File: src/verilog/tpo_consts.svh
/*
 Offsets, reset values and field layout of the timer pattern output block.
 Assumes byte addresses on AXI4-Lite, eight address bits decoded.
*/
`ifndef TPO_CONSTS_SVH
`define TPO_CONSTS_SVH
`define TPO_ADDR_W 8
`define TPO_OFF_MODE 8'ha0
`define TPO_OFF_TRIG 8'ha4
`define TPO_OFF_EN_HI 8'ha8
`define TPO_OFF_EN_LO 8'hac
`define TPO_OFF_ND_HI_A 8'hb0
`define TPO_OFF_ND_HI_B 8'hb4
`define TPO_OFF_ND_LO_A 8'hb8
`define TPO_OFF_ND_LO_B 8'hbc
`define TPO_RST_NOV 4'h0
`define TPO_RST_TRIG 8'hff
`define TPO_RST_EN 8'h00
`define TPO_RST_DATA 16'h0000
`define TPO_NIB_ONES 4'hf
`define TPO_BYTE_ONES 8'hff
`define TPO_RESP_OKAY 2'h0
`define TPO_RESP_SLVERR 2'h2
`endif

File: src/verilog/tpo_pkg.sv
/*
 Types of the timer pattern output block: bus carriers and state records.
 Assumes tpo_consts.svh is on the include path.
*/
`include "tpo_consts.svh"
package tpo_pkg;
    typedef struct packed {
        logic awvalid;
        logic [`TPO_ADDR_W-1:0] awaddr;
        logic wvalid;
        logic [31:0] wdata;
        logic [3:0] wstrb;
        logic bready;
        logic arvalid;
        logic [`TPO_ADDR_W-1:0] araddr;
        logic rready;
    } tpo_axi_req_type;
    typedef struct packed {
        logic awready;
        logic wready;
        logic bvalid;
        logic [1:0] bresp;
        logic arready;
        logic rvalid;
        logic [31:0] rdata;
        logic [1:0] rresp;
    } tpo_axi_rsp_type;
    typedef struct packed {
        logic wr;
        logic [`TPO_ADDR_W-1:0] waddr;
        logic [7:0] wdata;
        logic wbyte;
        logic rd;
        logic [`TPO_ADDR_W-1:0] raddr;
    } tpo_reg_req_type;
    typedef struct packed {
        logic whit;
        logic rhit;
        logic [7:0] rdata;
    } tpo_reg_rsp_type;
    typedef struct packed {
        logic aw_have;
        logic [`TPO_ADDR_W-1:0] awaddr;
        logic w_have;
        logic [7:0] wdata;
        logic wbyte;
        logic bvalid;
        logic [1:0] bresp;
        logic ar_have;
        logic [`TPO_ADDR_W-1:0] araddr;
        logic rvalid;
        logic [7:0] rdata;
        logic [1:0] rresp;
    } tpo_slave_state_type;
    typedef struct packed {
        logic [3:0] nonoverlap;
        logic [7:0] trig_sel;
        logic [7:0] en_hi;
        logic [7:0] en_lo;
        logic [15:0] staged;
        logic [15:0] pattern;
    } tpo_core_state_type;
endpackage

File: src/verilog/tpo_group_xfer.sv
/*
 Next-value logic of one four-bit pattern output group.
 Assumes the caller has already routed the selected channel's compare matches in.
*/
`timescale 1ns/10ps
module tpo_group_xfer (
    input wire logic nonoverlap_i,
    input wire logic match_a_i,
    input wire logic match_b_i,
    input wire logic [3:0] enable_i,
    input wire logic [3:0] staged_i,
    input wire logic [3:0] current_i,
    output logic [3:0] next_o
);
    always_comb begin
        next_o = current_i;
        if (match_a_i) begin
            next_o = (staged_i & enable_i) | (current_i & ~enable_i);
        end else if (nonoverlap_i && match_b_i) begin
            // Falling bits go first so a rising bit never overlaps a falling one
            next_o = current_i & (staged_i | ~enable_i);
        end
    end
endmodule

File: src/verilog/tpo_axil_slave.sv
/*
 AXI4-Lite slave front end: one write and one read in flight, one-cycle answer.
 Assumes the register core answers hits and read data combinationally.
*/
`timescale 1ns/10ps
`include "tpo_consts.svh"
module tpo_axil_slave (
    input wire logic clock_i,
    input wire logic reset_i,
    input wire tpo_pkg::tpo_axi_req_type axi_req_i,
    output tpo_pkg::tpo_axi_rsp_type axi_rsp_o,
    output tpo_pkg::tpo_reg_req_type reg_req_o,
    input wire tpo_pkg::tpo_reg_rsp_type reg_rsp_i
);
    tpo_pkg::tpo_slave_state_type q;
    tpo_pkg::tpo_slave_state_type d;
    logic wr_go;
    logic rd_go;

    always_comb begin
        d = q;
        wr_go = q.aw_have && q.w_have;
        rd_go = q.ar_have;
        if (axi_req_i.awvalid && axi_rsp_o.awready) begin
            d.aw_have = 1'b1;
            d.awaddr = axi_req_i.awaddr;
        end
        if (axi_req_i.wvalid && axi_rsp_o.wready) begin
            d.w_have = 1'b1;
            d.wdata = axi_req_i.wdata[7:0];
            d.wbyte = axi_req_i.wstrb[0];
        end
        if (wr_go) begin
            d.aw_have = 1'b0;
            d.w_have = 1'b0;
            d.bvalid = 1'b1;
            d.bresp = reg_rsp_i.whit ? `TPO_RESP_OKAY : `TPO_RESP_SLVERR;
        end else if (q.bvalid && axi_req_i.bready) begin
            d.bvalid = 1'b0;
        end
        if (axi_req_i.arvalid && axi_rsp_o.arready) begin
            d.ar_have = 1'b1;
            d.araddr = axi_req_i.araddr;
        end
        if (rd_go) begin
            d.ar_have = 1'b0;
            d.rvalid = 1'b1;
            d.rdata = reg_rsp_i.rdata;
            d.rresp = reg_rsp_i.rhit ? `TPO_RESP_OKAY : `TPO_RESP_SLVERR;
        end else if (q.rvalid && axi_req_i.rready) begin
            d.rvalid = 1'b0;
        end
    end

    always_ff @(posedge clock_i or posedge reset_i) begin
        if (reset_i) begin
            q <= '0;
        end else begin
            q <= d;
        end
    end

    // Holding off new addresses while a response waits keeps one transfer per direction
    assign axi_rsp_o.awready = !q.aw_have && !q.bvalid;
    assign axi_rsp_o.wready = !q.w_have && !q.bvalid;
    assign axi_rsp_o.bvalid = q.bvalid;
    assign axi_rsp_o.bresp = q.bresp;
    assign axi_rsp_o.arready = !q.ar_have && !q.rvalid;
    assign axi_rsp_o.rvalid = q.rvalid;
    assign axi_rsp_o.rdata = {24'h000000, q.rdata};
    assign axi_rsp_o.rresp = q.rresp;
    assign reg_req_o.wr = wr_go;
    assign reg_req_o.waddr = q.awaddr;
    assign reg_req_o.wdata = q.wdata;
    assign reg_req_o.wbyte = q.wbyte;
    assign reg_req_o.rd = rd_go;
    assign reg_req_o.raddr = q.araddr;
endmodule

File: src/verilog/tpo_pattern_core.sv
/*
 Timer-triggered pattern output unit: sixteen outputs in four groups of four,
 registers over AXI4-Lite. Assumes the timer unit's compare-match pulses are
 on this clock, one cycle wide, so they need no synchroniser.
*/
// Design decision made here: the AXI4-Lite interface to the registers.
// Contract
// - A group in normal mode changes its outputs only at compare match A of its channel.
// - A non-overlap group clears falling bits at match B and loads new data at match A.
// - A two-bit select value 0 to 3 picks timer channel 0 to 3 as the group trigger.
// - Group 0 drives outputs 3:0 with select bits 1:0; group 1 outputs 7:4 with bits 3:2.
// - Group 2 drives outputs 11:8 with select bits 5:4; group 3 outputs 15:12 with 7:6.
// - An upper output whose enable bit is 0 never takes staged data onto port B.
// - An upper output whose enable bit is 1 takes staged data onto port B when triggered.
// - The lower enable register gates outputs 7:0 onto port A in the same way.
// - Staged bytes share one address when both groups share a trigger, else split in two.
`timescale 1ns/10ps
`include "tpo_consts.svh"
module tpo_pattern_core (
    input wire logic clock_i,
    input wire logic reset_i,
    input wire tpo_pkg::tpo_axi_req_type axi_req_i,
    output tpo_pkg::tpo_axi_rsp_type axi_rsp_o,
    input wire logic [3:0] cmp_match_a_i,
    input wire logic [3:0] cmp_match_b_i,
    output logic [7:0] port_a_o,
    output logic [7:0] port_a_oe_o,
    output logic [7:0] port_b_o,
    output logic [7:0] port_b_oe_o
);
    tpo_pkg::tpo_core_state_type q;
    tpo_pkg::tpo_core_state_type d;
    tpo_pkg::tpo_reg_req_type reg_req;
    tpo_pkg::tpo_reg_rsp_type reg_rsp;
    logic [15:0] en_all;
    logic [15:0] grp_next;
    logic [8:0] wr_look;
    logic [8:0] rd_look;

    function automatic logic [1:0] chan_of(input logic [7:0] sel, input logic [1:0] grp);
        return sel[{grp, 1'b0} +: 2];
    endfunction

    function automatic logic pair_same(input logic [7:0] sel, input logic [1:0] grp);
        return chan_of(sel, grp) == chan_of(sel, grp + 2'd1);
    endfunction

    // Returns {hit, data}; a miss reads as zero
    function automatic logic [8:0] read_reg(input tpo_pkg::tpo_core_state_type s,
                                            input logic [7:0] a);
        logic hi_same;
        logic lo_same;
        hi_same = pair_same(s.trig_sel, 2'd2);
        lo_same = pair_same(s.trig_sel, 2'd0);
        case (a)
            `TPO_OFF_MODE: return {1'b1, `TPO_NIB_ONES, s.nonoverlap};
            `TPO_OFF_TRIG: return {1'b1, s.trig_sel};
            `TPO_OFF_EN_HI: return {1'b1, s.en_hi};
            `TPO_OFF_EN_LO: return {1'b1, s.en_lo};
            `TPO_OFF_ND_HI_A: return hi_same ? {1'b1, s.staged[15:8]} :
                                              {1'b1, s.staged[15:12], `TPO_NIB_ONES};
            `TPO_OFF_ND_HI_B: return hi_same ? {1'b1, `TPO_BYTE_ONES} :
                                              {1'b1, `TPO_NIB_ONES, s.staged[11:8]};
            `TPO_OFF_ND_LO_A: return lo_same ? {1'b1, s.staged[7:0]} :
                                              {1'b1, s.staged[7:4], `TPO_NIB_ONES};
            `TPO_OFF_ND_LO_B: return lo_same ? {1'b1, `TPO_BYTE_ONES} :
                                              {1'b1, `TPO_NIB_ONES, s.staged[3:0]};
            default: return 9'h000;
        endcase
    endfunction

    tpo_axil_slave u_slave (
        .clock_i(clock_i),
        .reset_i(reset_i),
        .axi_req_i(axi_req_i),
        .axi_rsp_o(axi_rsp_o),
        .reg_req_o(reg_req),
        .reg_rsp_i(reg_rsp)
    );

    assign en_all = {q.en_hi, q.en_lo};

    genvar g;
    generate
        for (g = 0; g < 4; g++) begin : gen_grp
            tpo_group_xfer u_grp (
                .nonoverlap_i(q.nonoverlap[g]),
                .match_a_i(cmp_match_a_i[chan_of(q.trig_sel, 2'(g))]),
                .match_b_i(cmp_match_b_i[chan_of(q.trig_sel, 2'(g))]),
                .enable_i(en_all[g*4 +: 4]),
                .staged_i(q.staged[g*4 +: 4]),
                .current_i(q.pattern[g*4 +: 4]),
                .next_o(grp_next[g*4 +: 4])
            );
        end
    endgenerate

    assign wr_look = read_reg(q, reg_req.waddr);
    assign rd_look = read_reg(q, reg_req.raddr);
    assign reg_rsp.whit = wr_look[8];
    assign reg_rsp.rhit = rd_look[8];
    assign reg_rsp.rdata = rd_look[7:0];

    always_comb begin
        d = q;
        // A trigger in the same cycle as a staged-data write copies the old staged value
        d.pattern = grp_next;
        if (reg_req.wr && reg_req.wbyte) begin
            case (reg_req.waddr)
                `TPO_OFF_MODE: d.nonoverlap = reg_req.wdata[3:0];
                `TPO_OFF_TRIG: d.trig_sel = reg_req.wdata;
                `TPO_OFF_EN_HI: d.en_hi = reg_req.wdata;
                `TPO_OFF_EN_LO: d.en_lo = reg_req.wdata;
                `TPO_OFF_ND_HI_A: begin
                    if (pair_same(q.trig_sel, 2'd2)) begin
                        d.staged[15:8] = reg_req.wdata;
                    end else begin
                        d.staged[15:12] = reg_req.wdata[7:4];
                    end
                end
                `TPO_OFF_ND_HI_B: begin
                    if (!pair_same(q.trig_sel, 2'd2)) begin
                        d.staged[11:8] = reg_req.wdata[3:0];
                    end
                end
                `TPO_OFF_ND_LO_A: begin
                    if (pair_same(q.trig_sel, 2'd0)) begin
                        d.staged[7:0] = reg_req.wdata;
                    end else begin
                        d.staged[7:4] = reg_req.wdata[7:4];
                    end
                end
                `TPO_OFF_ND_LO_B: begin
                    if (!pair_same(q.trig_sel, 2'd0)) begin
                        d.staged[3:0] = reg_req.wdata[3:0];
                    end
                end
                default: ;
            endcase
        end
    end

    always_ff @(posedge clock_i or posedge reset_i) begin
        if (reset_i) begin
            q.nonoverlap <= `TPO_RST_NOV;
            q.trig_sel <= `TPO_RST_TRIG;
            q.en_hi <= `TPO_RST_EN;
            q.en_lo <= `TPO_RST_EN;
            q.staged <= `TPO_RST_DATA;
            q.pattern <= `TPO_RST_DATA;
        end else begin
            q <= d;
        end
    end

    assign port_a_o = q.pattern[7:0];
    assign port_b_o = q.pattern[15:8];
    assign port_a_oe_o = q.en_lo;
    assign port_b_oe_o = q.en_hi;
endmodule

File: config.mk
export PLATFORM = sky130hd
export DESIGN_NAME = tpo_pattern_core
export DESIGN_NICKNAME = d
export VERILOG_FILES = /design/src/verilog/tpo_pkg.sv /design/src/verilog/tpo_group_xfer.sv /design/src/verilog/tpo_axil_slave.sv /design/src/verilog/tpo_pattern_core.sv
export VERILOG_INCLUDE_DIRS = /design/src /design/src/verilog
export SDC_FILE = /design/constraint.sdc
export NUM_CORES = 1
export LEC_CHECK = 0
export BUFFER_PORTS_ARGS = -buffer_cell sky130_fd_sc_hd__buf_2
export CAP_MARGIN = 40
export CORE_UTILIZATION = 40
export DETAILED_ROUTE_END_ITERATION = 6
export HOLD_SLACK_MARGIN = 0.08
export SYNTH_ARGS = -nofsm -noshare
export SYNTH_HDL_FRONTEND = slang
export SYNTH_HIERARCHICAL = 1
export SYNTH_SLANG_ARGS = --single-unit
File: constraint.sdc
create_clock -name clock_i -period 4.05 [get_ports clock_i]
set_clock_uncertainty 0.1 [all_clocks]
set_input_delay 0.81 -clock clock_i [delete_from_list [all_inputs] [get_ports clock_i]]
set_output_delay 0.81 -clock clock_i [all_outputs]
set_load 0.02 [all_outputs]
Yosys cells after proc, flatten, opt, wreduce, memory -nomap -nowiden
Cells that the tools add are included.
- logic and storage cells: 160
- input port bits: 67
- output and inout port bits: 73
- flip-flop bits (word level): 102
- bitwise logic cells: 24
- order comparisons: 4
- reduce and logical (&&, ||, !) cells: 38
- equal/unequal tests: 22
- multiplexer cells: 48
- operator list (operator ; number):
    one-hot mux 9 bit (8 select lines) ; 2
    equality test 8 bit (second input constant) ; 16
    two-way mux 4 bit ; 16
    bitwise AND 4 bit ; 12
    OR 4 bit ; 8
    nonzero test 2 bit ; 11
    two-way mux 9 bit ; 2
    binary-select mux 1 bit (select 2 bit) ; 8
    inverter 4 bit ; 4
    one-hot mux 4 bit (2 select lines) ; 2
    two-way mux 1 bit ; 15
    logical AND 1 bit ; 14
    < comparator 2 x 3 -> 1 bit (second input constant) ; 4
    AND reduction 2 bit ; 6
    two-way mux 10 bit ; 1
    != test 2 bit (second input constant) ; 4
    AND reduction 4 bit ; 2
    logical NOT 1 bit ; 5
    equality test 2 bit ; 2
    two-way mux 2 bit ; 2

Longest topological paths before layout
- depth in word-level cells: 5
- mapped depth: 8
- mapped depth without buffers: 6

Modules after synthesis
The synthesis kept the hierarchy.
- modules (own cells, without submodules) (module ; area an instance (um^2) ; seq. area each (um^2) ; cells an instance ; times used):
    tpo_pattern_core ; 3234.4 ; 1511.4 ; 251 ; 1
    tpo_axil_slave ; 1999.4 ; 1001.0 ; 162 ; 1
    tpo_group_xfer ; 67.6 ; 0.0 ; 13 ; 4

Worst setup path before layout
Ideal clock, no wire load.
- kind: reg2reg
- start point: register u_slave/q[41] in the netlist's numbering
- end point: register q, in the netlist port_a_oe_o[0]
- library setup time: 0.125 ns
- path slack: 1.934 ns
- clock period less this slack: 2.116 ns
- buffers on the path: 2
- arrival: 1.891 ns
- data required time: 3.825 ns
- stages on the path, launching flop included: 9
- cell sequence: dfrtp_1 -> nand2_1 -> inv_1 -> buf_4 -> and4b_1 -> nand2_1 -> or4b_1 -> buf_2 -> mux2_2
- RTL lines (what ; RTL line ; RTL):
    start, declared ; tpo_axil_slave.sv:15 ; tpo_pkg::tpo_slave_state_type q;
    start signal, assigned ; tpo_axil_slave.sv:57 ; q <= '0;
    start signal, assigned ; tpo_axil_slave.sv:59 ; q <= d;
    end, declared ; tpo_pattern_core.sv:31 ; tpo_pkg::tpo_core_state_type q;

==> metrics.csv <==
stage;metric;value;unit
clock_network;cts_setup_buffers;0;
critical_path;cp_slowest_cell;or4b_1;
route;detail-route-antenna-nets;0;
cells_and_area;antenna-diode-count;0;
route;route.detailed.drc;0;
yosys;synth_warnings;6;
run;cap_viol_max_count;0;
global_routing;track_usage;17.12;%
yosys;syn_inst;464;
die;core_area;13350;µm²
critical_path;start_kind;flop;
critical_path;crit_chain;nand2_1 -> inv_1 -> and4b_1 -> nand2_1 -> or4b_1 -> mux2_2;
route;drt_wl_total;11500;µm
clock_network;clock_latency;0.35;ns
critical_path;cp_data_required_time;4.19;ns
cells_and_area;fin_nets;546;
place;placed_area;5451;µm²
critical_path;end_kind;flop;
yosys;syn_avg_cell_area;11.85;µm²
clock_network;htreeDepth;3;
timing;layout_min_cycle_time;2.378;ns
route;wire_per_inst;17.42;µm
timing;slew-limit-headroom;48.55;%
place;placedCellCount;643;
outcome;outcome;complete, no violations;
cells_and_area;final_cells;660;
yosys;synth_area;5497;µm²
critical_path;crit_top_cell;nand2_1;
cells_and_area;drive_gt1_share;42.15;%
global_routing;grt_antenna_before_repair;0;
die;die_x;119.2;µm
global_routing;grt_pass1_wl;18310;µm
critical_path;crit_buf_inv;1;
timing;tightest_slew;0.7718;ns
clock_network;ctsResizeCount;0;
place;port_buffers;86;
global_routing;grt_max_degree;61;
cells_and_area;final.fill_count;1275;
die;initial_utilization;41.18;%
timing;rsz0062_at_grt;false;
global_routing;overflow;0;
clock_network;cts_tree;yes;
worst_hold_path;hp-class;reg -> reg;
timing;fmax;0.4204;GHz
die;io_pins;140;
die;dieHeight;119.2;µm
clock_network;path_clk_slew;0.07;ns
cells_and_area;final_area;5792;µm²
timing;hold_viol;0;
timing;finalSetupViolations;0;
critical_path;cp_data_arrival_time;2.52;ns
power;powerDensity;595.9;nW/µm²
route;vias_per_cell;5.139;
clock_network;root_buffer;clkbuf_16;
cells_and_area;area_delta_synth_final;5.372;%
critical_path;crit_path_max_incr_delay;0.80;ns
place;place.gp.congestion;0.8713;
timing;maxSlewViolCount;0;
clock_network;cts_buffers;9;
clock_network;holdBufCountCts;0;
die;placementRows;42;
power;ir_drop;266.4;µV
critical_path;path_delay_family;simple AND/OR/NAND/NOR gates;
clock_network;clock-sinks;100;
timing;timing.final.crit_share;58.73;%
clock_network;cts_buffer_depth;2;
route;num_vias;3392;
critical_path;crit_type;reg -> reg;
power;leakage;2.842;nW
route;drt_iter0_markers;143;
global_routing;grt_pass1_vias;3350;
route;firstDrtPassIters;5;
die;die_area;14210;µm²
timing;setup_tns;0;ns
place;hpwl;8624;µm
critical_path;path_max_fanout;8;
## routing by layer
layer  up-vias  track usage (%)  wire (µm)
li1       1553                -          -
met1      1673            23.56       5413
met2       140            24.85       5033
met3        26            5.364        757
met4         0            6.962        292
met5         -                0          0
## cells in the final DEF, fill, tap and decap left out, drive strengths merged, types with 4 or more instances in the layout
master  instances
o21ai           6
a21o            8
dfstp           8
dfrtp          92
nand2           6
mux4           12
mux2           77
a31oi          17
nand2b          4
clkbuf         11
nor3            5
inv            26
buf            91
nor2           14
or3             5
a21oi          21
conb           26
mux2i           6
a211o           4
xor2            4
## area by class of cell
cell class                 count  area [µm²]  share of cell area [%]
tap                          176       220.2                   3.802
inverter                      26       97.59                   1.685
clock buffer                  11       252.7                   4.364
clock inverter                 5       60.06                   1.037
sequential                   100        2512                   43.38
timing repair buffer          91       485.5                   8.382
multi-input combinational    251        2163                   37.35
## through the flow
stage	setup WS (ns)	util, %	power, mW	hold WS, ns
after global placement	1.629	40.80	2.526	0.3868
after CTS	1.665	43.19	3.460	0.4109
after floorplan	1.669	-	2.540	0.3800
after detailed placement	1.687	40.84	2.569	0.3910
after global routing	1.527	43.39	3.644	0.4317
final	1.672	43.39	3.451	0.4084
## sequential cells by signal, indices dropped and copies added, names as in the netlist
register	cells
u_slave/reg_req_o	25
q	28
port_b_o	8
u_slave/axi_rsp_o	12
u_slave/rd_go	1
port_a_o	8
port_b_oe_o	8
u_slave/q	2
port_a_oe_o	8
## power breakdown
| group | switching [mW] | internal [mW] | leakage (nW) |
|---|---|---|---|
| sequential | 0.304 | 1.25 | 1.29 |
| clock | 0.372 | 0.513 | 0.152 |
| combinational | 0.533 | 0.480 | 1.40 |
| total | 1.21 | 2.24 | 2.84 |
## path summary, 6_finish.rpt
| kind | cells past startpoint | to | slack (ns) | start |
|---|---|---|---|---|
| hold reg to reg | 1 | u_slave/reg_req_o[6] | 0.41 | u_slave/reg_req_o[6] |
| max in group asynchronous | 3 | port_b_o[6] | 2.76 | reset_i |
| min in group asynchronous | 3 | u_slave/reg_req_o[12] | 0.49 | reset_i |
| hold / removal | 1 | u_slave/reg_req_o[6] | 0.41 | u_slave/reg_req_o[6] |
| setup reg to reg | 6 | port_a_oe_o[2] | 1.67 | u_slave/q[41] |
| setup / recovery | 6 | port_a_oe_o[2] | 1.67 | u_slave/q[41] |
## worst register-to-register path, cell delays in order (launching register included)
cell and delay (ns):
dfrtp_1 0.43, nand2_1 0.13, inv_1 0.07, and4b_1 0.22
nand2_1 0.14, or4b_1 0.80, mux2_2 0.38
(Power assumes the default switching activity.)
